===== config.mk =====
export PLATFORM = sky130hd
export DESIGN_NAME = timer_core
export DESIGN_NICKNAME = d
export VERILOG_FILES = /design/src/verilog/timer_core_pkg.sv /design/src/verilog/timer_core.sv
export SDC_FILE = /design/constraint.sdc
export NUM_CORES = 1
export LEC_CHECK = 0
export BUFFER_PORTS_ARGS = -buffer_cell sky130_fd_sc_hd__clkbuf_2
export CAP_MARGIN = 10
export CORE_AREA = 2 2 157 159
export CTS_CLUSTER_DIAMETER = 120
export DETAILED_ROUTE_END_ITERATION = 6
export DIE_AREA = 0 0 159 161
export PLACE_DENSITY_LB_ADDON = 0.12
export SLEW_MARGIN = 20
export SYNTH_ARGS = -nofsm -noshare
export SYNTH_HDL_FRONTEND = slang
export SYNTH_SLANG_ARGS = --single-unit

===== constraint.sdc =====
create_clock -name clk -period 4.6 [get_ports clk]
set_input_delay 0.69 -clock clk [delete_from_list [all_inputs] [get_ports clk]]
set_output_delay 0.69 -clock clk [all_outputs]
set_load 0.01 [all_outputs]

===== src/verilog/timer_core_pkg.sv =====
package timer_core_pkg;

  // timer modes
  typedef enum logic [1:0] {
    MODE_STOP,
    MODE_CONT,
    MODE_UP,
    MODE_UPDOWN
  } timer_mode_t;

  localparam int          CNT_W       = 16;
  localparam int          NUM_CH      = 5;
  // register indices on the plain register port
  localparam logic [3:0]  ADDR_CTRL   = 4'h0;
  localparam logic [3:0]  ADDR_COUNT  = 4'h1;
  localparam logic [3:0]  ADDR_STATUS = 4'h2;
  localparam logic [3:0]  ADDR_MASK   = 4'h3;
  localparam logic [3:0]  ADDR_CCTL   = 4'h4;
  // channel registers start after the five channel control words, so no index is shared
  localparam logic [3:0]  ADDR_PERIOD_COMPARE_REG   = 4'h9;
  // control register fields
  localparam int          CTRL_MODE_LSB = 0;
  localparam int          CTRL_DIV_LSB  = 2;
  localparam int          CTRL_CLR_BIT  = 4;
  // channel control fields (one word per channel)
  localparam int          CCTL_EDGE_LSB = 0;
  localparam int          CCTL_CAP_BIT  = 2;
  localparam logic [1:0]  EDGE_OFF      = 2'h0;
  localparam logic [1:0]  EDGE_RISE     = 2'h1;
  localparam logic [1:0]  EDGE_FALL     = 2'h2;
  localparam logic [1:0]  EDGE_BOTH     = 2'h3;
  // status bits: 0..4 channel events, 5 wrap to zero
  localparam int          STAT_WRAP_BIT = 5;
  localparam int          STAT_W        = 6;
  localparam logic [15:0] CNT_RESET     = 16'h0000;
  localparam logic [15:0] CCR_RESET     = 16'h0000;

endpackage : timer_core_pkg


===== src/verilog/timer_core.sv =====
// Contract
// - edge select 0 disables capture on that channel.
// - edge select 1 captures the running count on each rising input edge.
// - edge select 2 captures on falling edges and 3 on both edges.
// - in continuous mode channel zero matches on equality and still acts as period match for the output logic.
// - in up mode the count clears on the next predivider tick after reaching the period and restarts from 0.
// - in up/down mode the count reverses at the period and again at 0, indefinitely.
// - in up modes period match is count >= period; other channels match on equality.
// - a zero period is invalid in up modes and the timer then stalls once the count reaches 0; software loads nonzero.
// - stop mode halts the count and leaves every control bit unchanged.
// - all channels compare and capture against one shared running count.
// - period match drives the output logic in continuous mode as in the up modes.
// - the timer clock passes a predivider of 1, 2, 4 or 8 before advancing the count.
// - in continuous mode the count steps through 65536 values before repeating.
module timer_core
  import timer_core_pkg::*;
(
  // clock and reset
  input  wire logic                clk,
  input  wire logic                sys_rst,
  // register port
  input  wire logic [3:0]          regAddr,
  input  wire logic [15:0]         regWdata,
  input  wire logic                regWrite,
  input  wire logic                regRead,
  output logic      [15:0]         regRdata,
  // capture inputs, one per channel
  input  wire logic [NUM_CH-1:0]   capturePin,
  // compare outputs
  output logic                     periodMatch,
  output logic      [NUM_CH-1:1]   channelMatch,
  output logic      [NUM_CH-1:0]   channelOut,
  // interrupt
  output logic                     irq
);
  import timer_core_pkg::*;

  logic [CNT_W-1:0]  runningCount;
  logic [CNT_W-1:0]  ccr [NUM_CH];
  logic [1:0]        mode;
  logic [1:0]        divSel;
  logic [2:0]        divCnt;
  logic              countDown;
  logic [1:0]        edgeSel [NUM_CH];
  logic              capMode [NUM_CH];
  logic [2:0]        outMode [NUM_CH];
  logic [NUM_CH-1:0] pinPrev;
  logic [STAT_W-1:0] status;
  logic [STAT_W-1:0] mask;

  // capture condition from edge select code
  function automatic logic edge_hit(input logic [1:0] sel, input logic prev, input logic now);
    case (sel)
      EDGE_RISE: edge_hit = !prev && now;
      EDGE_FALL: edge_hit = prev && !now;
      EDGE_BOTH: edge_hit = prev != now;
      default:   edge_hit = 1'b0;
    endcase
  endfunction : edge_hit

  // output unit: reaction to own match (x) and to period match (p)
  function automatic logic out_next(input logic [2:0] m, input logic cur, input logic x,
                                    input logic p);
    logic v;
    v = cur;
    if (x) begin
      case (m)
        3'h1, 3'h3: v = 1'b1;
        3'h5, 3'h7: v = 1'b0;
        3'h2, 3'h4, 3'h6: v = ~v;
        default: v = cur;
      endcase
    end
    if (p) begin
      case (m)
        3'h2, 3'h3: v = 1'b0;
        3'h6, 3'h7: v = 1'b1;
        default: v = v;
      endcase
    end
    out_next = v;
  endfunction : out_next

  // predivider: tick every 1, 2, 4 or 8 clocks
  wire [2:0] divMask = 3'((4'h1 << divSel) - 4'h1);
  wire       tick    = (divCnt & divMask) == 3'h0;

  // period compare (>=) only in up modes; continuous matches channel zero on equality
  wire upModes   = (mode == MODE_UP) || (mode == MODE_UPDOWN);
  wire periodHit = upModes ? (runningCount >= ccr[0])
                           : (runningCount == ccr[0]);
  wire periodOk  = ccr[0] != 16'h0000;

  // next count per mode
  logic [CNT_W-1:0] next_count;
  logic             next_down;
  always_comb begin
    next_count = runningCount;
    next_down  = countDown;
    case (mode)
      MODE_CONT:   next_count = runningCount + 16'h0001;
      MODE_UP: begin
        if (periodHit && periodOk)
          next_count = 16'h0000;
        else if (runningCount != 16'h0000 || periodOk)
          next_count = runningCount + 16'h0001;
      end
      MODE_UPDOWN: begin
        if (!periodOk && runningCount == 16'h0000) begin
          next_count = runningCount;
        end else if (!countDown && periodHit && periodOk) begin
          next_down  = 1'b1;
          next_count = runningCount - 16'h0001;
        end else if (countDown && runningCount == 16'h0000) begin
          next_down  = 1'b0;
          next_count = 16'h0001;
        end else if (countDown) begin
          next_count = runningCount - 16'h0001;
        end else begin
          next_count = runningCount + 16'h0001;
        end
      end
      default: next_count = runningCount;
    endcase
  end

  // register decode
  wire       wrCtrl   = regWrite && regAddr == ADDR_CTRL;
  wire       wrStatus = regWrite && regAddr == ADDR_STATUS;
  wire       wrMask   = regWrite && regAddr == ADDR_MASK;
  wire       clrCount = wrCtrl && regWdata[CTRL_CLR_BIT];
  wire       wrapEvt  = tick && mode != MODE_STOP && next_count == 16'h0000
                        && runningCount != 16'h0000;
  wire [2:0] chIdx    = 3'(regAddr - ADDR_CCTL);
  wire [2:0] ccrIdx   = 3'(regAddr - ADDR_PERIOD_COMPARE_REG);
  wire       isCctl   = regAddr >= ADDR_CCTL && regAddr < 4'(ADDR_CCTL + NUM_CH);
  wire       isCcr    = regAddr >= ADDR_PERIOD_COMPARE_REG && regAddr < 4'(ADDR_PERIOD_COMPARE_REG + NUM_CH);

  // predivider counter and running count
  always_ff @(posedge clk) begin
    if (sys_rst || clrCount) begin
      divCnt       <= 3'h0;
      runningCount <= CNT_RESET;
      countDown    <= 1'b0;
    end else if (mode != MODE_STOP) begin
      divCnt <= divCnt + 3'h1;
      if (tick) begin
        runningCount <= next_count;
        countDown    <= next_down;
      end
    end
  end

  // control register; stop mode touches no field but the count
  always_ff @(posedge clk) begin
    if (sys_rst) begin
      mode   <= MODE_STOP;
      divSel <= 2'h0;
      mask   <= '0;
    end else begin
      if (wrCtrl) begin
        mode   <= regWdata[CTRL_MODE_LSB +: 2];
        divSel <= regWdata[CTRL_DIV_LSB +: 2];
      end
      if (wrMask)
        mask <= regWdata[STAT_W-1:0];
    end
  end

  // per-channel compare, capture and output logic
  logic [NUM_CH-1:0] matchNow;
  logic [NUM_CH-1:0] capNow;
  always_comb begin
    for (int i = 0; i < NUM_CH; i++) begin
      matchNow[i] = !capMode[i] && (i == 0 ? periodHit : runningCount == ccr[i]);
      capNow[i]   = capMode[i] && edge_hit(edgeSel[i], pinPrev[i], capturePin[i]);
    end
  end
  // status and channel output match events fire once per count value, in the cycle after the tick where the count lands
  logic matchArm;

  always_ff @(posedge clk) begin
    if (sys_rst) begin
      pinPrev  <= '0;
      matchArm <= 1'b0;
      for (int i = 0; i < NUM_CH; i++) begin
        ccr[i]        <= CCR_RESET;
        edgeSel[i]    <= EDGE_OFF;
        capMode[i]    <= 1'b0;
        outMode[i]    <= 3'h0;
        channelOut[i] <= 1'b0;
      end
    end else begin
      pinPrev  <= capturePin;
      matchArm <= tick && mode != MODE_STOP;
      for (int i = 0; i < NUM_CH; i++) begin
        if (regWrite && isCctl && chIdx == 3'(i)) begin
          edgeSel[i] <= regWdata[CCTL_EDGE_LSB +: 2];
          capMode[i] <= regWdata[CCTL_CAP_BIT];
          outMode[i] <= regWdata[5:3];
        end
        if (capNow[i])
          ccr[i] <= runningCount;
        else if (regWrite && isCcr && ccrIdx == 3'(i))
          ccr[i] <= regWdata;
        if (!capMode[i] && matchArm)
          channelOut[i] <= out_next(outMode[i], channelOut[i],
                                    i != 0 && matchNow[i], matchNow[0]);
      end
    end
  end

  // sticky status, set wins over write-one-to-clear
  wire [STAT_W-1:0] evts = {wrapEvt, (matchNow & {NUM_CH{matchArm}}) | capNow};
  always_ff @(posedge clk) begin
    if (sys_rst)
      status <= '0;
    else
      status <= (status & ~(wrStatus ? regWdata[STAT_W-1:0] : '0)) | evts;
  end

  // match outputs and interrupt, all registered
  always_ff @(posedge clk) begin
    if (sys_rst) begin
      periodMatch  <= 1'b0;
      channelMatch <= '0;
      irq          <= 1'b0;
    end else begin
      periodMatch  <= matchNow[0];
      channelMatch <= matchNow[NUM_CH-1:1];
      irq          <= |(status & mask);
    end
  end

  // read mux; unmapped reads return zero
  logic [15:0] rdMux;
  always_comb begin
    rdMux = 16'h0000;
    if (regAddr == ADDR_CTRL)
      rdMux = {12'h000, divSel, mode};
    else if (regAddr == ADDR_COUNT)
      rdMux = runningCount;
    else if (regAddr == ADDR_STATUS)
      rdMux = {10'h000, status};
    else if (regAddr == ADDR_MASK)
      rdMux = {10'h000, mask};
    else if (isCctl)
      rdMux = {10'h000, outMode[chIdx], capMode[chIdx], edgeSel[chIdx]};
    else if (isCcr)
      rdMux = ccr[ccrIdx];
  end

  always_ff @(posedge clk) begin
    if (sys_rst)
      regRdata <= 16'h0000;
    else if (regRead)
      regRdata <= rdMux;
    else
      regRdata <= 16'h0000;
  end

endmodule : timer_core


== Yosys cells after proc, flatten, opt, wreduce, memory -nomap -nowiden ==
Memories as Yosys holds them, arrays and structs flattened.
Cells that the tools add are included.
Storage, ports and cells
  register bits after elaboration: 69
  RAM bits: 110
  input bits: 29
  output and inout bits: 27
  word-level logic and storage cells: 370
  memories kept: 4
Memories
  ccr: words 5, bits a word 16, read ports 6, clocked after memory_dff 0, wr ports 5, RTL line timer_core.sv:39  | logic [CNT_W-1:0] ccr [NUM_CH];
  outMode: words 5, bits a word 3, read ports 6, clocked after memory_dff 0, wr ports 5, RTL line timer_core.sv:46  | logic [2:0] outMode [NUM_CH];
  edgeSel: words 5, bits a word 2, read ports 6, clocked after memory_dff 0, wr ports 5, RTL line timer_core.sv:44  | logic [1:0] edgeSel [NUM_CH];
  capMode: words 5, bits a word 1, read ports 6, clocked after memory_dff 0, wr ports 5, RTL line timer_core.sv:45  | logic capMode [NUM_CH];
Operators by class
  $add $sub $neg: 6
  $lt $le $gt $ge: 5
  equal/unequal tests: 71
  shift-type cells: 1
  muxes and demuxes: 116
  bitwise operators: 38
  reduce and logical (&&, ||, !) cells: 110
Operators by type and width (count)
  16-bit two-way mux: 21
  16-bit == test: 5
  1-bit two-way mux: 68
  3-bit == test, second input constant: 20
  1-bit logical AND: 51
  16-bit one-hot mux with 3 select lines: 1
  3-bit by 2-bit == test with 1-bit output, second input constant: 14
  2-bit OR reduction: 19
  16-bit logical NOT: 2
  16-bit nonzero test: 2
  1-bit one-hot mux with 3 select lines: 9
  1-bit bitwise OR: 25
  2-bit == test, second input constant: 12
  3-bit by 1-bit == test with 1-bit output, second input constant: 6
  1-bit logical NOT: 17
  16-bit by 1-bit adder with 16-bit output, second input constant: 1
  16-bit greater-or-equal comparator: 1
  16-bit by 1-bit subtractor with 16-bit output, second input constant: 1
  3-bit two-way mux: 5
  3-bit OR reduction: 5
  6-bit AND: 2
  2-bit by 1-bit == test with 1-bit output, second input constant: 6
  2-bit two-way mux: 5
  1-bit one-hot mux with 2 select lines: 5
  26 further kinds: 44

== Depth between registers and ports, before layout ==
  word-level depth: 12
  gate-level depth with buffers: 15
  mapped depth without buffers: 11

== Worst setup path after synthesis ==
OpenSTA, ideal clock, no wires.
  kind: input-to-reg
  start point: in regAddr[0]
  end point: mem ccr[1][0], enable pin
  library setup time: 0.419 ns
  arrival time: 4.200 ns
  required time: 4.181 ns
  path slack: -0.019 ns
  stages: 12
  path buffers: 6
  path through: clkbuf_1 -> buf_2 -> buf_2 -> inv_1 -> ha_1 -> ha_1 -> buf_1 -> nor3_1 -> nand3_1 -> clkbuf_1 -> clkbuf_1 -> nand3b_1
RTL lines
  start: declaration: RTL line timer_core.sv:22  | input wire logic [3:0] regAddr,
  end: declaration: RTL line timer_core.sv:39

== Worst setup path after layout ==
  start point: reg runningCount[0]
  end point: reg status[5]
On the way
  cells in the longest elaborated chain, start to end: 11
Ends and longest elaborated chain
  start: declaration: RTL line timer_core.sv:38  | logic [CNT_W-1:0] runningCount;
  start signal: assignment: RTL line timer_core.sv:148  | runningCount <= next_count;
  16-bit greater-or-equal comparator / 16-bit == test (equally long branches)
  1-bit two-way mux: RTL line timer_core.sv:90  | wire periodHit = upModes ? (runningCount >= ccr[0])
  1-bit logical AND (2 in series): RTL line timer_core.sv:111  | end else if (!countDown && periodHit && periodOk) begin
  16-bit two-way mux: RTL line timer_core.sv:111
  16-bit two-way mux: RTL line timer_core.sv:109  | if (!periodOk && runningCount == 16'h0000) begin
  16-bit one-hot mux with 3 select lines: RTL line timer_core.sv:100  | case (mode)
  16-bit logical NOT: RTL line timer_core.sv:132  | wire wrapEvt = tick && mode != MODE_STOP && next_count == 16'h0000
  1-bit logical AND: RTL line timer_core.sv:132
  1-bit logical AND *: RTL line timer_core.sv:133  | && runningCount != 16'h0000;
  6-bit bitwise OR *: RTL line timer_core.sv:219  | status <= (status & ~(wrStatus ? regWdata[STAT_W-1:0] : '0)) | evts;
  end signal: assignment: RTL line timer_core.sv:219
  end: declaration: RTL line timer_core.sv:48  | logic [STAT_W-1:0] status;
Mark *: on every way between the ends. The rest lies on a longest branch, timed or not.
A chain may end at the register's enable or synchronous reset.

==> impl_metrics.toml <==
[critical_path]
crit-reg2reg-launch = "runningCount[0]"
crit_fanout = 10
crit_path_start = "runningCount[0]"
critPathLaunchType = "register"
worst_ep_arrival_time_ns = 4.20
cp-end-kind = "register"
worst-setup-path-type = "register to register"
critPathRequiredTime_ns = 4.93

[timing]
rsz0062_at_grt = "false"
finalHoldWorstSlack_ns = 0.476
tightest_slew_ns = 1.26
period_minus_slack_ns = 3.87
fmaxAchievable_mhz = 258
setup_tns_ns = 0
setup_slack_ns = 0.728
final_hold_viol_count = 0
timing.final.crit_share_pct = 84.2
maxSlewHeadroom_pct = 13.9
setup-violations-final = 0
maxSlewViolCount = 0
fin_skew_ns = 0.0150

[synthesis]
synth_seq_cells = 179
synthTopCellsByArea = "edfxtp_1, dfxtp_1, mux2i_1, nor2_1, xor2_1"
ys_seq_area_share_pct = 40.8
syn_area_um2 = 11500
synth_common_cells = "nor2_1, nand2_1, edfxtp_1"
synthCells = 1248
synth_nets = 1314
synth_flop_cell = "edfxtp_1"
yosysUniqueCellTypes = 66
synthAdderAreaFrac_pct = 4.03
synth_top_family_by_area = "simple AND/OR/NAND/NOR gates"
synth_edf_count = 110
synth_xor_area_share_pct = 6.86
synth_compound_area_share_pct = 13.2
synth_top_area_cell = "edfxtp_1"
synthMuxAreaShare_pct = 11.8
async_reset_ff_share_pct = 0
yosysWarningCount = 0
synth.most_common_cell = "nor2_1"
synth_top_area_share_pct = 28.8
yosys.area_share.simple_pct = 18.4
syn_avg_cell_area_um2 = 9.20

[grt]
grt_pass1_vias = 9194
grt_overflow = 0
grt_first_pass_wirelength_um = 55700
track_usage_pct = 28.2
antenna_found_initial = 1
grt_max_degree = 50

[die]
ios = 56
die_w_um = 159
die_y_um = 161
core_area_um2 = 24000
start_util_pct = 47.9
num_rows = 57
dieArea_um2 = 25600

[drt]
postRouteAntennaNets = 0
drtPass1Iterations = 7
drtIter0Drc = 1150
routed_wl_um = 36200
vias = 9727
drc = 0
detail_route.vias_per_cell = 6.10
wl_per_cell_um = 22.7

[cells_and_area]
insertedDiodeCount = 0
final_cells = 1595
fin_util_pct = 52.6
final_cell_area_um2 = 12600
final_nets = 1324
n_fill_cell = 2237
drive_gt1_share_pct = 12.7
area_growth_pct = 9.81

[clocking]
clk_latency_ns = 0.44
cts.sinks = 179
h-tree-depth = 4
cts_setup_buffers = 0
clock_path_buffers = 2
path_clk_slew_ns = 0.08
cts_made_buffers = 17
ctsResizeCount = 0
cts_root_buf = "clkbuf_16"
hold_buffers = 0
cts_tree = "yes"

[power]
vdd_drop_max_uv = 227
leakage_nw = 5.00
power_mw = 3.94
power-per-cell-area_nw_per_um2 = 313

[placement]
place_congestion = 0.944
placed_cell_area_um2 = 12000
post-place-ws_ns = 0.910
io_buffers = 55
hpwlAfterDp_um = 26500
dp_cells = 1563

[status]
outcome = "completed"

[worst_hold_path]
hp-class = "register to register"
min_from = "divCnt[1]"

[job]
drv_cap = 0
-- power breakdown --
part	internal [mW]	switching [mW]
registers	1.79	0.0797
clock network	0.719	0.711
logic	0.239	0.403
-- layout by cell type (no fill, tap or decap), types with 19 or more instances in the layout --
cell / netlist / routed
nor2_1: 166 / 166
nand2_1: 124 / 124
edfxtp_1: 110 / 110
mux2i_1: 84 / 84
a21oi_1: 84 / 84
dfxtp_1: 69 / 69
xor2_1: 60 / 60
clkbuf_2: 0 / 55
inv_1: 46 / 46
o21ai_0: 45 / 45
ha_1: 37 / 37
buf_4: 0 / 35
xnor2_1: 30 / 30
nor3_1: 26 / 26
nand3_1: 23 / 23
mux4_2: 22 / 22
nor4_1: 19 / 19
-- layout make-up --
cell class,count,area [um^2],share of cell area [%]
inverters,46,173,1.37
clock buffers,18,429,3.40
clock inverters,14,139,1.10
repair buffers,90,538,4.27
multi-input cells,924,6240,49.5
well taps,324,405,3.21
flip-flops and latches,179,4680,37.1
-- worst paths after layout --
check	to	slack (ns)	cells past startpoint
worst min-delay path	divCnt[1]	0.48	2
worst max-delay path	status[5]	0.73	10
worst min register to register	divCnt[1]	0.48	2
worst max register to register	status[5]	0.73	10
-- cell families (layout without fill, tap and decap cells) --
kind of cell,count (synthesis),in the layout
AOI/OAI and AO/OA,237,237
xor gates and xnor gates,90,90
adders and majority gates,37,37
buffers and inverters,145,168
DFF,179,179
muxes,107,107
and+or+nand+nor,453,453
-- flip-flops by register name, indices dropped and copies added, names as in the netlist --
register      flops
capMode           5
pinPrev           5
outMode          15
channelOut        5
status            6
divSel            2
channelMatch      4
runningCount     16
irq               1
ccr              80
mask              6
matchArm          1
periodMatch       1
regRdata         16
divCnt            3
mode              2
edgeSel          10
countDown         1
-- routing by layer --
layer	wire length (um)	up-vias	track usage, %
li1	-	4513	-
met1	15900	4709	40.6
met2	16700	459	44.2
met3	2930	46	4.65
met4	736	0	7.93
met5	0	-	0
-- critical path, stage by stage, from the launching register on --
cell       delay (ns)
dfxtp_1          0.32
inv_1            0.24
ha_1             0.30
nand2b_1         0.14
a2111oi_0        0.47
o32a_1           0.43
a21oi_4          0.18
a2111oi_0        1.14
a2111oi_0        0.25
nand4b_1         0.21
o31ai_2          0.08
No activity file was read; power rests on OpenSTA's default activity.
